<file path="config.mk">
export PLATFORM = sky130hd
export DESIGN_NAME = filt_input_top
export DESIGN_NICKNAME = d
export VERILOG_FILES = /design/src/filt_input_pkg.sv /design/src/chan_filter_if.sv /design/src/chan_filter.sv /design/src/filt_input_top.sv
export VERILOG_INCLUDE_DIRS = /design/src
export SDC_FILE = /design/constraint.sdc
export NUM_CORES = 1
export LEC_CHECK = 0
export ABC_AREA = 1
export BUFFER_PORTS_ARGS = -buffer_cell sky130_fd_sc_hd__buf_2
export CAP_MARGIN = 20
export CORE_UTILIZATION = 45
export CTS_CLUSTER_DIAMETER = 200
export DETAILED_ROUTE_END_ITERATION = 12
export PLACE_DENSITY = 0.74
export SETUP_SLACK_MARGIN = 0.02
export SLEW_MARGIN = 20
export SYNTH_ARGS = -nofsm -noshare
export SYNTH_HDL_FRONTEND = slang
export SYNTH_SLANG_ARGS = --single-unit
</file>
<file path="constraint.sdc">
create_clock -name clk -period 3.1 [get_ports clk]
set_clock_uncertainty 0.2 [all_clocks]
set_input_delay 0.93 -clock clk [delete_from_list [all_inputs] [get_ports clk]]
set_output_delay 0.93 -clock clk [all_outputs]
set_load 0.03 [all_outputs]
</file>
<file path="src/filt_input_defines.svh">
// constants for the four channel filtered input module
`ifndef FILT_INPUT_DEFINES_SVH
`define FILT_INPUT_DEFINES_SVH
`define NUM_CHANNELS 4
`define INPUT_IMAGE_OFFSET 8'h00
`define IMAGE_RESERVED_MASK 8'hf0
`define FILTER_CODE_RESET 8'h02
`define FILTER_CODE_1US 8'h00
`define FILTER_CODE_3US 8'h02
`define FILTER_CODE_10US 8'h04
`define FILTER_CODE_86US 8'h07
`define FILTER_CODE_342US 8'h09
`define FILTER_CODE_2731US 8'h0c
`define EDGE_MASK_RESET 4'h0
`define DIAG_ENABLE_CODE 8'h40
`define CLK_PERIOD_NS 10
`define FILTER_1US_NS 1000
`define FILTER_3US_NS 3000
`define FILTER_10US_NS 10000
`define FILTER_86US_NS 86000
`define FILTER_342US_NS 342000
`define FILTER_2731US_NS 2731000
`define BLINK_FREQ_HZ 2
`define BLINK_HALF_CYCLES (1000000000 / (`CLK_PERIOD_NS * `BLINK_FREQ_HZ * 2))
`define CYC(ns) ((ns) / `CLK_PERIOD_NS)
`endif

</file>
<file path="src/filt_input_pkg.sv">
// types for the four channel filtered input module
package filt_input_pkg;
    typedef logic [7:0] byte_t;
    typedef logic [3:0] chan_t;
    typedef logic [18:0] filt_count_t;
    typedef enum logic [1:0] {LED_OFF, LED_ON, LED_BLINK} led_mode_e;
endpackage

</file>
<file path="src/chan_filter_if.sv">
// per-channel filter setting and result between top and filter
interface chan_filter_if;
    import filt_input_pkg::*;
    filt_count_t limit;
    logic raw;
    logic filtered;
    logic rise;
    logic fall;
    modport top (output limit, output raw, input filtered, input rise, input fall);
    modport filt (input limit, input raw, output filtered, output rise, output fall);
endinterface

</file>
<file path="src/chan_filter.sv">
// one input channel debounce filter with edge pulses
module chan_filter (
    input wire logic clk,
    input wire logic rst,
    chan_filter_if.filt ch
);
    import filt_input_pkg::*;
    filt_count_t count_reg;
    logic state_reg;
    logic rise_reg;
    logic fall_reg;

    always_ff @(posedge clk) begin
        if (rst) begin
            count_reg <= '0;
            state_reg <= 1'b0;
        end else if (ch.raw == state_reg) begin
            count_reg <= '0;
        end else if (count_reg + 19'd1 >= ch.limit) begin
            count_reg <= '0;
            state_reg <= ch.raw;
        end else begin
            count_reg <= count_reg + 19'd1;
        end
    end

    always_ff @(posedge clk) begin
        if (rst) begin
            rise_reg <= 1'b0;
            fall_reg <= 1'b0;
        end else begin
            rise_reg <= (ch.raw != state_reg) && (count_reg + 19'd1 >= ch.limit) && ch.raw;
            fall_reg <= (ch.raw != state_reg) && (count_reg + 19'd1 >= ch.limit) && !ch.raw;
        end
    end

    assign ch.filtered = state_reg;
    assign ch.rise = rise_reg;
    assign ch.fall = fall_reg;
endmodule

</file>
<file path="src/filt_input_top.sv">
// four channel filtered input module top
// Functional notes
// - the one-byte input image holds filtered channels 0 to 3 in bits 0 to 3.
// - the input image is read by the head unit at byte offset zero of its input area.
// - the module takes no output bytes; output-area traffic is ignored.
// - each channel indicator follows its filtered input when run is lit and fault dark.
// - working bus and no error light run and keep fault dark.
// - working bus with internal error light run and fault steadily.
// - failed bus with error turns run off and lights fault steadily.
// - bus power failure turns both run and fault off.
// - a configuration error blinks the fault indicator at 2 Hz.
// - each channel filters rising and falling transitions by a settable delay.
// - process and diagnostic interrupts are each enabled by configuration.
// - channel indicators keep showing inputs while electronic power is off.
// - the filter setting is a byte code; only 00h,02h,04h,07h,09h,0ch are legal, default 02h.
// - rising and falling edge masks in bits 0 to 3 choose which edges raise events.
`include "filt_input_defines.svh"
module filt_input_top (
    input wire logic clk,
    input wire logic rst,
    input wire filt_input_pkg::chan_t input_channel,
    input wire logic bus_ok,
    input wire logic bus_power_ok,
    input wire logic internal_error,
    input wire logic electronic_power_on,
    input wire logic cfg_we,
    input wire logic [1:0] cfg_chan,
    input wire filt_input_pkg::byte_t cfg_filter_code,
    input wire filt_input_pkg::chan_t cfg_rise_mask,
    input wire filt_input_pkg::chan_t cfg_fall_mask,
    input wire filt_input_pkg::byte_t cfg_diag_enable,
    input wire logic cfg_proc_enable,
    input wire logic img_rd,
    input wire filt_input_pkg::byte_t img_addr,
    input wire logic out_wr,
    input wire filt_input_pkg::byte_t out_data,
    output filt_input_pkg::byte_t input_image,
    output filt_input_pkg::byte_t rd_data,
    output logic rd_valid,
    output filt_input_pkg::chan_t channel_led,
    output logic run_indicator,
    output logic fault_indicator,
    output logic process_event,
    output filt_input_pkg::chan_t process_edges,
    output filt_input_pkg::byte_t process_state,
    output logic diag_event,
    output logic config_error
);
    import filt_input_pkg::*;

    byte_t filter_code_reg [`NUM_CHANNELS];
    chan_t rising_edge_enable_mask_reg;
    chan_t falling_edge_enable_mask_reg;
    logic diag_en_reg;
    logic proc_en_reg;
    logic cfg_err_reg;
    chan_t filtered;
    chan_t rise;
    chan_t fall;
    byte_t input_image_reg;
    byte_t rd_data_reg;
    logic rd_valid_reg;
    chan_t led_reg;
    logic run_reg;
    logic fault_reg;
    logic blink_reg;
    logic [24:0] blink_cnt_reg;
    logic proc_evt_reg;
    chan_t proc_edges_reg;
    byte_t proc_state_reg;
    logic diag_evt_reg;
    logic proc_pending_reg;
    chan_t hits;

    function automatic logic code_legal(input byte_t c);
        return c == `FILTER_CODE_1US || c == `FILTER_CODE_3US || c == `FILTER_CODE_10US ||
            c == `FILTER_CODE_86US || c == `FILTER_CODE_342US || c == `FILTER_CODE_2731US;
    endfunction

    function automatic filt_count_t code_cycles(input byte_t c);
        case (c)
            `FILTER_CODE_1US: code_cycles = 19'(`CYC(`FILTER_1US_NS));
            `FILTER_CODE_3US: code_cycles = 19'(`CYC(`FILTER_3US_NS));
            `FILTER_CODE_10US: code_cycles = 19'(`CYC(`FILTER_10US_NS));
            `FILTER_CODE_86US: code_cycles = 19'(`CYC(`FILTER_86US_NS));
            `FILTER_CODE_342US: code_cycles = 19'(`CYC(`FILTER_342US_NS));
            `FILTER_CODE_2731US: code_cycles = 19'(`CYC(`FILTER_2731US_NS));
            default: code_cycles = 19'(`CYC(`FILTER_3US_NS));
        endcase
    endfunction

    // filter code store, illegal codes rejected
    always_ff @(posedge clk) begin
        if (rst) begin
            for (int i = 0; i < `NUM_CHANNELS; i++) begin
                filter_code_reg[i] <= `FILTER_CODE_RESET;
            end
            cfg_err_reg <= 1'b0;
        end else if (cfg_we) begin
            if (code_legal(cfg_filter_code)) begin
                filter_code_reg[cfg_chan] <= cfg_filter_code;
                cfg_err_reg <= 1'b0;
            end else begin
                cfg_err_reg <= 1'b1;
            end
        end
    end

    always_ff @(posedge clk) begin
        if (rst) begin
            rising_edge_enable_mask_reg <= `EDGE_MASK_RESET;
            falling_edge_enable_mask_reg <= `EDGE_MASK_RESET;
            diag_en_reg <= 1'b0;
            proc_en_reg <= 1'b0;
        end else if (cfg_we) begin
            rising_edge_enable_mask_reg <= cfg_rise_mask;
            falling_edge_enable_mask_reg <= cfg_fall_mask;
            diag_en_reg <= cfg_diag_enable == `DIAG_ENABLE_CODE;
            proc_en_reg <= cfg_proc_enable;
        end
    end

    genvar g;
    generate
        for (g = 0; g < `NUM_CHANNELS; g++) begin : gen_ch
            chan_filter_if cif ();
            assign cif.limit = code_cycles(filter_code_reg[g]);
            assign cif.raw = input_channel[g];
            assign filtered[g] = cif.filtered;
            assign rise[g] = cif.rise;
            assign fall[g] = cif.fall;
            chan_filter u_filt (.clk(clk), .rst(rst), .ch(cif));
        end
    endgenerate

    always_ff @(posedge clk) begin
        if (rst) begin
            input_image_reg <= 8'h00;
        end else begin
            input_image_reg <= {4'h0, filtered} & ~`IMAGE_RESERVED_MASK;
        end
    end

    // image read at offset zero, output writes ignored
    always_ff @(posedge clk) begin
        if (rst) begin
            rd_data_reg <= 8'h00;
            rd_valid_reg <= 1'b0;
        end else begin
            rd_valid_reg <= img_rd;
            rd_data_reg <= (img_rd && img_addr == `INPUT_IMAGE_OFFSET) ? input_image_reg : 8'h00;
        end
    end

    assign hits = (rise & rising_edge_enable_mask_reg) | (fall & falling_edge_enable_mask_reg);

    always_ff @(posedge clk) begin
        if (rst) begin
            proc_evt_reg <= 1'b0;
            proc_edges_reg <= 4'h0;
            proc_state_reg <= 8'h00;
            proc_pending_reg <= 1'b0;
            diag_evt_reg <= 1'b0;
        end else begin
            proc_evt_reg <= proc_en_reg && hits != 4'h0;
            diag_evt_reg <= diag_en_reg && proc_pending_reg && hits != 4'h0;
            proc_pending_reg <= proc_en_reg && hits != 4'h0;
            if (proc_en_reg && hits != 4'h0) begin
                proc_edges_reg <= hits;
                proc_state_reg <= {4'h0, filtered};
            end
        end
    end

    always_ff @(posedge clk) begin
        if (rst) begin
            blink_cnt_reg <= '0;
            blink_reg <= 1'b0;
        end else if (blink_cnt_reg == 25'(`BLINK_HALF_CYCLES - 1)) begin
            blink_cnt_reg <= '0;
            blink_reg <= ~blink_reg;
        end else begin
            blink_cnt_reg <= blink_cnt_reg + 25'd1;
        end
    end

    always_ff @(posedge clk) begin
        if (rst) begin
            run_reg <= 1'b0;
            fault_reg <= 1'b0;
        end else if (!bus_power_ok) begin
            run_reg <= 1'b0;
            fault_reg <= 1'b0;
        end else begin
            run_reg <= bus_ok;
            if (cfg_err_reg) begin
                fault_reg <= blink_reg;
            end else begin
                fault_reg <= internal_error || !bus_ok;
            end
        end
    end

    // channel leds follow filtered inputs regardless of electronic power
    always_ff @(posedge clk) begin
        if (rst) begin
            led_reg <= 4'h0;
        end else begin
            led_reg <= filtered;
        end
    end

    assign input_image = input_image_reg;
    assign rd_data = rd_data_reg;
    assign rd_valid = rd_valid_reg;
    assign channel_led = led_reg;
    assign run_indicator = run_reg;
    assign fault_indicator = fault_reg;
    assign process_event = proc_evt_reg;
    assign process_edges = proc_edges_reg;
    assign process_state = proc_state_reg;
    assign diag_event = diag_evt_reg;
    assign config_error = cfg_err_reg;
endmodule

</file>
# Word-level counts from Yosys, hierarchy flattened
# Memories as Yosys holds them, arrays and structs flattened.
# Cells that the tools add are included.
# Widths: inputs -> output; s select.
[totals]
latch_bits = 0
ramBits = 32
reg_bits = 154
rom_bits = 0
mem_count = 1
in_bits = 56
[memory_table]
columns = ["name", "words", "word_bits", "read_ports", "rd_clocked_by_memory_dff", "wr", "line", "rtl"]
rows = [
  ["filter_code_reg", 4, 8, 4, 0, 4, "filt_input_top.sv:51", "byte_t filter_code_reg [`NUM_CHANNELS];"],
]
[op_classes]
add_sub_neg = 5
shift = 0
bitwise_logic = 10
n_mux = 15
eq_ne = 31
div = 0
n_lt_le_gt_ge = 4
mul = 0
reduce_logical = 46
[ops]
columns = ["op", "count"]
rows = [
  ["$pmux 19 s5", 4],
  ["$eq 8x3->1 const B", 10],
  ["$eq 8x4->1 const B", 10],
  ["$add 19x1->19 const B", 4],
  ["$ge 19x19->1", 4],
  ["$logic_not 8->1", 6],
  ["$add 25x1->25 const B", 1],
  ["$eq 25x25->1 const B", 1],
  ["$logic_and 1x1->1", 16],
  ["$reduce_or 3->1", 4],
  ["$mux 1", 9],
  ["$and 4x4->4", 2],
  ["$eq 8x2->1 const B", 1],
  ["$eq 8x7->1 const B", 1],
  ["$mux 8", 1],
  ["$reduce_and 2->1", 4],
  ["$reduce_or 8->1", 1],
  ["$not 1->1", 7],
  ["$logic_or 1x1->1", 6],
  ["$reduce_or 2->1", 3],
  ["$logic_not 1->1", 5],
  ["$eq 1x1->1", 4],
  ["$ne 1x1->1", 4],
  ["$or 4x4->4", 1],
  ["2 further kinds", 2],
]

# Depth between registers and ports, before layout
# Gate-level depths: netlist of the first run.
[logic_depth]
word_depth = 12
depth_mapped = 23

# By module
# From an unflattened synthesis of the first run, not the netlist that was laid out.
[hier_totals]
hier_cells = 1568
area_unflattened_um2 = 11187.0
[modules_own_cells]
columns = ["mod", "n_inst", "cells_per_inst", "area_per_inst_um2", "seq_area_each_um2"]
rows = [
  ["chan_filter at gen_ch[0].u_filt ...", 3, 244, 1707.9, 440.4],
  ["filt_input_top", 1, 576, 4386.7, 2122.0],
  ["chan_filter at gen_ch[2].u_filt", 1, 260, 1676.6, 440.4],
]

# Least setup slack after synthesis of the first run
# Ideal clock, no wire load.
[synth_path]
kind = "register to register"
start = "memory filter_code_reg[2][5] (netlist bit)"
end = "register gen_ch[2].u_filt.count_reg[15]"
period_less_slack_ps = 2950
t_arrival_ps = 2686
path_buffers = 1
path_stages_with_launch = 22
path_slack_ps = 150
cell_sequence = "edfxtp_1 -> nor4_1 -> inv_1 -> nor3_2 -> nor2_1 -> or3_1 -> inv_1 -> ha_1 -> nand2_1 -> inv_1 -> nand2_1 -> nand2_1 -> nand2_1 -> nand3_1 -> nand2_1 -> inv_1 -> nand2_1 -> nand2_1 -> nand2_1 -> nand4_4 -> buf_6 -> nor2_1"
[synth_lines]
columns = ["item", "line", "rtl"]
rows = [
  ["from (decl)", "filt_input_top.sv:51", ""],
  ["to (signal assigned)", "chan_filter.sv:23", "count_reg <= count_reg + 19'd1;"],
  ["to (decl)", "chan_filter.sv:8", "filt_count_t count_reg;"],
]

# Final worst setup path of the first run
[layout_path]
start = "register gen_ch[2].u_filt.count_reg[0]"
end = "register gen_ch[2].u_filt.count_reg[6]"
[layout_between]
elab_chain_len = 3
[layout_lines]
columns = ["item", "line", "rtl"]
rows = [
  ["$add 19x1->19 *", "chan_filter.sv:19, chan_filter.sv:23", ""],
  ["$ge 19x19->1", "chan_filter.sv:19", "end else if (count_reg + 19'd1 >= ch.limit) begin"],
  ["$reduce_or 3->1 (no source line)", "n/a", ""],
]
# Every way passes the cells marked *; elsewhere a longest branch is shown, timed or not.
# A chain may end at the register's enable or synchronous reset.

==> impl_metrics.ini, run 1 <==
[cts]
clockBufferDepth = 2
tritoncts = yes
clkTransAtPathRegs_ns = 0.07
htreeDepth = 4
cts_sinks = 178
cts_hold_buf = 0
clk_latency_ns = 0.43
numCtsBuffers = 17
root_buffer = clkbuf_16

[routing]
route.detailed.drc = 0
drt-vias-per-instance = 5.03
drt-initial-drc-count = 415
wire_per_inst_um = 13.4
num_vias = 9044
firstDrtPassIters = 5
ant_nets = 0
finalWirelength_um = 24200

[global_route]
grt-ovfl-total = 0
grt_pass1_vias = 8127
grt_pass1_wl_um = 35500
grt_use_total_pct = 19.6
grt_max_degree = 22
antenna_found_initial = 0

[worst_setup_path]
worstSetupPathType = register to register
worstSetupEndpoint = gen_ch[2].u_filt.count_reg[6]
cp.required_ns = 3.27
crit_fanout = 5
reg2reg_to = gen_ch[2].u_filt.count_reg[6]
crit_arrival_ns = 3.27
ff2ff_setup_slack_ns = 0.001
end_kind = register
start_kind = register
rr_worst_depth = 17
reg2reg_from = gen_ch[2].u_filt.count_reg[0]
worstSetupStartpoint = gen_ch[2].u_filt.count_reg[0]

[yosys]
avgSynthCellArea_um2 = 7.45
synthMuxAreaShare_pct = 0
synth_xor_area_share_pct = 5.20
yosysSeqAreaShare_pct = 39.1
synth_simple_gate_area_share_pct = 33.0
syn_area_um2 = 9940
synth_cell_type_count = 50
synth_fa_ha_area_share_pct = 7.68
synth-seq-cells = 178
syn_inst = 1334
yosys_warnings = 0
synth_top_family_by_area = simple AND/OR/NAND/NOR gates
synth_compound_area_share_pct = 5.15

[pwr]
p_leak_nw = 5.42
powerDensity_nw_per_um2 = 377
ir_worst_vdd_v = 0.000354

[timing]
setup_viol = 0
fmax_mhz = 323
finalCritPeriodShare_pct = 100
max_slew_margin_pct = 53.7
period_minus_slack_ns = 3.10
setup_ws_ns = 0.00135
worst_slew_pin_slew_ns = 0.693
setup_tns_ns = 0
finalMaxSlewViolations = 0
hold_viol_final = 0
rsz0062_at_grt = true

[placement]
gp_congestion = 0.880
io_buffer_count = 71
dpl.hpwl_um = 16300
place_ws_ns = -0.0808

[die]
die_y_um = 151
fp.dieW_um = 151
start_util_pct = 45.7
ios = 94
rows = 54
core_area_um2 = 21800
dieArea_um2 = 22700

[status]
status = complete, no violations

[min_path]
min_path_type = register to register

[final_layout]
nets = 1621
largest_register_ffs = 76
drive_gt1_share_pct = 27.4
n_antenna_cell = 0
synthToLayoutAreaGrowth_pct = 28.7

[flow_run]
drv_cap = 0
==> through the flow <==
| step | utilization [%] | hold slack, ns | instance area, um2 | total power [mW] | cells |
|---|---|---|---|---|---|
| floorplan | - | 0.230 | 10000 | 2.63 | 1361 |
| global placement | 50.4 | 0.245 | 11000 | 2.70 | 1733 |
| detailed placement | 50.4 | 0.250 | 11000 | 2.71 | 1733 |
| CTS | 53.4 | 0.264 | 11600 | 4.78 | 1768 |
| global route | 58.8 | 0.260 | 12800 | 4.97 | 1797 |
| finish | 58.8 | 0.242 | 12800 | 4.83 | 1797 |
==> critical path, cell delays in order (launching register included) <==
cell	delay (ns)
dfxtp_4	0.37
nand3_1	0.13
nor2_2	0.18
nand2_1	0.09
nor2_1	0.09
inv_1	0.08
buf_4	0.15
nor3_1	0.18
xor2_1	0.30
ha_1	0.30
nand3_1	0.11
inv_1	0.05
nand3_1	0.09
nor2_2	0.07
nor2_4	0.13
nand4_4	0.19
clkbuf_16	0.22
nor2_1	0.08
==> logic make-up (layout without fill, tap and decap cells) <==
family                     Yosys count  in the layout
and+or+nand+nor                    711            711
buffers and inverters              235            391
DFF                                178            178
AOI/OAI and AO/OA                   89             89
adders and majority gates           61             61
xor gates and xnor gates            59             59
other                                1             28
==> layer usage <==
layer  part of all wire [%]  track usage [%]  vias up  routed length [um]
met5                      0                0        -                   0
met4                    2.9             8.50        0                 711
met3                    3.8             3.48       49                 906
met2                     51             34.1      205               12200
met1                     43             23.7     4225               10300
li1                       -                -     4565                   -
==> how the worst min path moves through the flow <==
stage                                  startpoint                       endpoint  slack, ns  depth (start not counted)
global placement                      diag_en_reg                     diag_event       0.24                          2
CTS                                   diag_en_reg                     diag_event       0.26                          2
detailed placement                    diag_en_reg                     diag_event       0.25                          2
finish              gen_ch[2].u_filt.count_reg[0]  gen_ch[2].u_filt.count_reg[0]       0.24                          1
global route        gen_ch[2].u_filt.count_reg[0]  gen_ch[2].u_filt.count_reg[0]       0.26                          1
floorplan                        blink_cnt_reg[0]               blink_cnt_reg[0]       0.23                          1
==> report_power, final <==
part	total (mW)	internal, mW	switching (mW)	leakage, nW
Combinational	0.305	0.123	0.182	3.67
Sequential	2.44	2.40	0.0393	1.50
Clock	2.08	1.12	0.965	0.261
Total	4.83	3.64	1.19	5.42
==> cell usage in the layout (no fill, tap or decap), types with 32 or more instances in the layout <==
cell type and n:
nor2_4 42, nor2_2 56, nand2_1 218, buf_2 71, nand4_1 35, buf_4 63
ha_1 45, edfxtp_1 32, nor2_1 188, inv_1 184, nand3_1 59, a21oi_1 39
dfxtp_1 135, xor2_1 34
==> cells in the mapped netlist, drive strengths merged <==
cell type	count	area share, %
nor2	286	12
nand2	250	9.8
inv	205	7.7
dfxtp	146	29
nand3	69	3.7
ha	61	7.7
a21oi	41	2.1
nand4	38	2.8
xor2	37	3.3
edfxtp	32	9.7
o21ai	30	1.6
nor4	25	1.7
xnor2	22	1.9
buf	20	1.7
nor3	18	1.0
clkbuf	10	0.38
or2	9	0.57
nand3b	8	0.60
a22o	4	0.35
and2	3	0.19
nor3b	3	0.23
o21bai	3	0.26
a211oi	2	0.15
a31oi	2	0.13
o2111ai	2	0.18
o21a	2	0.15
a21o	1	0.076
conb	1	0.038
nor4b	1	0.088
o211ai	1	0.076
o41ai	1	0.088
or3	1	0.063
==> layout make-up <==
| class | count | area (um2) |
|---|---|---|
| Multi-Input combinational cell | 948 | 6010 |
| Clock buffer | 18 | 429 |
| Timing Repair Buffer | 154 | 1200 |
| Inverter | 205 | 774 |
| Fill cell | 1813 | 8960 |
| Tap cell | 280 | 350 |
| Sequential cell | 178 | 3900 |
| Clock inverter | 14 | 129 |
==> repair_timing <==
action                     CTS  global route
pin swaps                    3            72
cloned                       0             9
buffers inserted             3            20
hold endpoints to repair     0             0
setup endpoints to repair   46            88
resized for setup            7           210
Note: power is estimated with default switching activity, not from simulation.
==> run 2, diff against run 1 <==
--- a/config.mk
+++ b/config.mk
@@ -10,6 +10,7 @@
 export BUFFER_PORTS_ARGS = -buffer_cell sky130_fd_sc_hd__buf_2
 export CAP_MARGIN = 20
 export CORE_UTILIZATION = 45
+export CTS_BUF_LIST = sky130_fd_sc_hd__clkbuf_16
 export CTS_CLUSTER_DIAMETER = 200
 export DETAILED_ROUTE_END_ITERATION = 12
 export PLACE_DENSITY = 0.74
==> run 2 against run 1 <==
Effect of this change:
- clock-buffer cell count shrank 1
- largest cell class unchanged
- critical path type unchanged
- largest power group unchanged
- combinational power about the same
- core utilization unchanged
- worst hold slack unchanged
==> impl_metrics.ini, run 2 (synthesis gave the netlist of run 1 again) <==
[routing]
drt-initial-drc-count = 408
firstDrtPassIters = 5
wire_per_inst_um = 13.4
num_vias = 9050
finalWirelength_um = 24100
ant_nets = 0
drt-vias-per-instance = 5.04
route.detailed.drc = 0

[final_layout]
utilization_pct = 58.8
final_cell_mix = nand2_1 (218), nor2_1 (188), inv_1 (185), dfxtp_1 (135), buf_2 (71)
drive_gt1_share_pct = 27.4
largest_register_ffs = 76
nets = 1621
final_common_cell = nand2_1
synthToLayoutAreaGrowth_pct = 28.7
n_antenna_cell = 0
fin_cells = 1797
fillers = 1813

[global_route]
grt-ovfl-total = 0
grt_pass1_wl_um = 35500
grt_pass1_vias = 8127
grt_max_degree = 22
antenna_found_initial = 0
grt_use_total_pct = 19.6

[timing]
setup_viol = 0
hold_viol_final = 0
max_slew_margin_pct = 53.3
finalMaxSlewViolations = 0
rsz0062_at_grt = true
worst_slew_pin_slew_ns = 0.699
period_minus_slack_ns = 3.10
fmax_mhz = 323
finalCritPeriodShare_pct = 100

[die]
rows = 54
core_area_um2 = 21800
dieArea_um2 = 22700
ios = 94
die_y_um = 151
start_util_pct = 45.7
fp.dieW_um = 151

[cts]
tritoncts = yes
clkTransAtPathRegs_ns = 0.07
cts_sinks = 178
htreeDepth = 4
clk_latency_ns = 0.43
root_buffer = clkbuf_16
cts_hold_buf = 0
clockBufferDepth = 2
numCtsBuffers = 17

[flow_run]
drv_cap = 0

[worst_setup_path]
crit_arrival_ns = 3.27
start_kind = register
crit_fanout = 5
worstSetupPathType = register to register
cp.required_ns = 3.27
end_kind = register

[placement]
gp_congestion = 0.880
io_buffer_count = 71
dpl.hpwl_um = 16300
dp_cells = 1733

[pwr]
ir_worst_vdd_v = 0.000354
powerDensity_nw_per_um2 = 377
p_leak_nw = 5.43
finalPower_mw = 4.82

[status]
status = complete, no violations

[min_path]
min_path_type = register to register
## run 2: changes by cell type in the layout (fill, tap and decap cells not counted)
cell / previous run / this run
clkbuf_1: 1 / 0
inv_1: 184 / 185
## run 2: final timing paths
check / start / to / slack [ns] / cells past startpoint
hold reg to reg: gen_ch[2].u_filt.count_reg[0] / gen_ch[2].u_filt.count_reg[0] / 0.24 / 1
setup / recovery: gen_ch[2].u_filt.count_reg[0] / gen_ch[2].u_filt.count_reg[6] / 0.001 / 17
hold / removal: gen_ch[2].u_filt.count_reg[0] / gen_ch[2].u_filt.count_reg[0] / 0.24 / 1
setup reg to reg: gen_ch[2].u_filt.count_reg[0] / gen_ch[2].u_filt.count_reg[6] / 0.001 / 17
## run 2: through the flow
stage / hold WS [ns] / setup TNS [ns] / area (um2) / setup WS, ns
finish: 0.242 / 0 / 12800 / 0.00108
global route: 0.260 / -6.37 / 12800 / -0.155
CTS: 0.264 / 0 / 11600 / 0.0232
detailed placement: 0.250 / -1.74 / 11000 / -0.0808
global placement: 0.245 / 0 / 11000 / 0.0450
floorplan: 0.230 / 0 / 10000 / 0.150
## run 2: power by group
| group | switching, mW | internal [mW] | leakage (nW) |
|---|---|---|---|
| Sequential | 0.0393 | 2.40 | 1.50 |
| Combinational | 0.182 | 0.123 | 3.67 |
| Clock | 0.964 | 1.11 | 0.265 |
## run 2: layer usage
layer  vias to the layer above  routed length, um  global-route usage [%]
li1                       4566                  -                       -
met1                      4230              10300                    23.7
met2                       205              12200                    34.1
met3                        49                900                    3.48
met4                         0                711                    8.50
met5                         -                  0                       0
## run 2: worst max-delay path, stage by stage, from the launching register on
cell,delay [ns]
dfxtp_4,0.37
nand3_1,0.13
nor2_2,0.18
nand2_1,0.09
nor2_1,0.09
inv_1,0.08
buf_4,0.15
nor3_1,0.18
xor2_1,0.30
ha_1,0.30
nand3_1,0.11
inv_1,0.05
nand3_1,0.09
nor2_2,0.07
nor2_4,0.13
nand4_4,0.19
clkbuf_16,0.22
nor2_1,0.08
## run 2: area by class of cell
cell class                      instances  area, um2  area share (%)
Clock inverter                         15        133            1.04
Sequential cell                       178       3900            30.5
Multi-Input combinational cell        948       6010            46.9
Timing Repair Buffer                  154       1200            9.40
Tap cell                              280        350            2.74
Inverter                              205        774            6.05
Clock buffer                           17        425            3.33
## run 2: repair_timing
item	4_1_cts	5_1_grt
resized for setup	7	210
pin swaps	3	72
endpoints found under the setup margin	46	88
gates cloned	0	9
setup buffers	3	20
==> run 3, diff against run 2 <==
--- a/config.mk
+++ b/config.mk
@@ -9,11 +9,11 @@
 export ABC_AREA = 1
 export BUFFER_PORTS_ARGS = -buffer_cell sky130_fd_sc_hd__buf_2
 export CAP_MARGIN = 20
-export CORE_UTILIZATION = 45
+export CORE_UTILIZATION = 32
 export CTS_BUF_LIST = sky130_fd_sc_hd__clkbuf_16
 export CTS_CLUSTER_DIAMETER = 200
 export DETAILED_ROUTE_END_ITERATION = 12
-export PLACE_DENSITY = 0.74
+export PLACE_DENSITY = 0.58
 export SETUP_SLACK_MARGIN = 0.02
 export SLEW_MARGIN = 20
 export SYNTH_ARGS = -nofsm -noshare
==> constraint.sdc (replaced) <==
create_clock -name clk -period 2.73 [get_ports clk]
set_clock_uncertainty 0.2 [all_clocks]
set_input_delay 0.819 -clock clk [delete_from_list [all_inputs] [get_ports clk]]
set_output_delay 0.819 -clock clk [all_outputs]
set_load 0.03 [all_outputs]
==> run 3 against run 2 <==
Effect of this change:
- combinational power is 17% higher
- global-route usage is 4.3 points lower
- die area is 40% higher
- wire length is 2.2% lower
- the flow now finishes with violations (negative setup slack)
- power is 15% higher
- setup slack worse by 0.33 ns
- first-iteration DRC count is 14% lower
- largest cell class unchanged
- clock-buffer cell count is 1 higher
- highest routed layer unchanged
- worst hold slack better by 0.020 ns
- sequential power is 14% higher
==> impl_metrics.ini, run 3 (synthesis gave the netlist of run 1 again) <==
[pwr]
powerDensity_nw_per_um2 = 404
p_int_mw = 4.14
p_sw_mw = 1.43
ir_worst_vdd_v = 0.000387
p_sw_share_pct = 25.6
p_leak_nw = 5.96
p_seq_share_pct = 49.7
clkPwrFrac_pct = 43.9
power_frac_comb_pct = 6.4

[routing]
firstDrtPassIters = 5
num_vias = 9013
drt-initial-drc-count = 349
drt-vias-per-instance = 4.47
finalWirelength_um = 23600
wire_per_inst_um = 11.7
ant_nets = 0
route.detailed.drc = 0

[placement]
dpl.hpwl_um = 17400
gp_congestion = 0.854
place_area_um2 = 12100
io_buffer_count = 71
place_ws_ns = -0.345

[status]
failed_checks = negative setup slack
status = complete, but fails checks

[timing]
worst_slew_pin_slew_ns = 0.889
fmax_mhz = 327
finalMaxSlewViolations = 0
rsz0062_at_grt = true
setup_viol = 88
setup_ws_ns = -0.332
period_minus_slack_ns = 3.06
hold_viol_final = 0
finalCritPeriodShare_pct = 112
max_slew_margin_pct = 40.7

[global_route]
antenna_found_initial = 0
grt-ovfl-total = 0
grt_max_degree = 27
grt_pass1_vias = 8596
grt_pass1_wl_um = 39300
grt_use_total_pct = 15.4

[cts]
cts_hold_buf = 0
clockBufferDepth = 2
htreeDepth = 4
root_buffer = clkbuf_16
clkTransAtPathRegs_ns = 0.07
numCtsBuffers = 17
cts_sinks = 178
tritoncts = yes
clk_latency_ns = 0.44

[worst_setup_path]
crit_chain = nor4_2 -> buf_4 -> clkinvlp_4 -> nor4_4 -> nor2_2 -> nand2_1 -> nand2_1 -> inv_1 -> ha_4 -> nand2_2 -> o21a_1 -> nor2_1 -> nor3_1 -> nor2_1 -> nand2_2 -> nand3_4 -> buf_16 -> nor2_4
crit_fanout = 9
slowest_delay_ns = 0.37
start_kind = register
crit_arrival_ns = 3.24
worstSetupPathType = register to register
end_kind = register
cp.required_ns = 2.91
slowest_stage = edfxtp_1

[final_layout]
final_cell_mix = nand2_1 (215), nor2_1 (190), inv_1 (184), buf_4 (166), dfxtp_1 (135)
synthToLayoutAreaGrowth_pct = 38.5
drive_gt1_share_pct = 32.7
largest_register_ffs = 76
fin_area_um2 = 13800
final_common_cell = nand2_1
utilization_pct = 45.0
nets = 1725
fillers = 3019
n_antenna_cell = 0

[die]
start_util_pct = 32.5
dieArea_um2 = 31800
rows = 64
fp.dieW_um = 178
ios = 94
core_area_um2 = 30600
die_y_um = 178

[flow_run]
drv_cap = 0

[min_path]
min_path_type = register to register
[run 3: changes by cell type in the layout (fill, tap and decap cells not counted), moves of 4 or more]
cell       delta
clkbuf_16     -4
nor2_4        -8
buf_4       +103
nand2_8       +4
a21oi_1       -4
nor2_2        +6
a21oi_2       +4
[run 3: final cells by class]
| type | instances | area [um2] | area share [%] |
|---|---|---|---|
| inverters | 205 | 788 | 5.72 |
| clock inverters | 13 | 135 | 0.981 |
| repair buffers | 255 | 1890 | 13.7 |
| well taps | 396 | 495 | 3.60 |
| clock buffers | 18 | 450 | 3.27 |
| multi-input cells | 951 | 6110 | 44.4 |
| flip-flops and latches | 178 | 3900 | 28.3 |
[run 3: path summary, 6_finish.rpt]
path / start / endpoint / slack, ns / cells after the start
max: filter_code_reg[3][6] / gen_ch[3].u_filt.count_reg[12] / -0.33 / 18
min: channel_led[1] / rd_data[1] / 0.26 / 2
max reg2reg: filter_code_reg[3][6] / gen_ch[3].u_filt.count_reg[12] / -0.33 / 18
min reg2reg: channel_led[1] / rd_data[1] / 0.26 / 2
[run 3: layer usage]
| metal | vias up | track usage (%) | wire, um |
|---|---|---|---|
| li1 | 4771 | - | - |
| met2 | 125 | 26.7 | 11600 |
| met5 | - | 0 | 0 |
| met4 | 0 | 3.71 | 328 |
| met3 | 25 | 2.58 | 694 |
| met1 | 4092 | 19.7 | 11000 |
[run 3: power groups by stage]
stage / logic (mW) / clock network, mW / registers, mW
finish: 0.356 / 2.44 / 2.77
global route: 0.395 / 2.61 / 2.77
CTS: 0.325 / 2.51 / 2.76
detailed placement: 0.294 / 0 / 2.82
global placement: 0.290 / 0 / 2.82
floorplan: 0.168 / 0 / 2.82
[run 3: what timing repair did]
action | CTS | global route
gates cloned | 5 | 1
buffers inserted | 4 | 10
pin swaps | 20 | 43
endpoints found under the setup margin | 88 | 112
resized for setup | 59 | 156
[run 3: critical path, delay by kind of cell (launching register included)]
kind | cells | cell delay (ns)
AO/OA/AOI/OAI | 1 | 0.14
flip-flops | 1 | 0.37
buffers and inverters | 4 | 0.62
AND/OR/NAND/NOR | 12 | 1.46
adder cells (fa/ha/maj) | 1 | 0.20
[run 3: metrics by stage]
stage	TNS, ns	std cells	hold WS [ns]	power, mW
floorplan	-1.46	1361	0.230	2.99
global placement	-27.33	1966	0.247	3.11
detailed placement	-30.23	1966	0.252	3.11
CTS	-15.69	2006	0.268	5.59
global route	-33.44	2016	0.281	5.77
finish	-17.02	2016	0.262	5.56
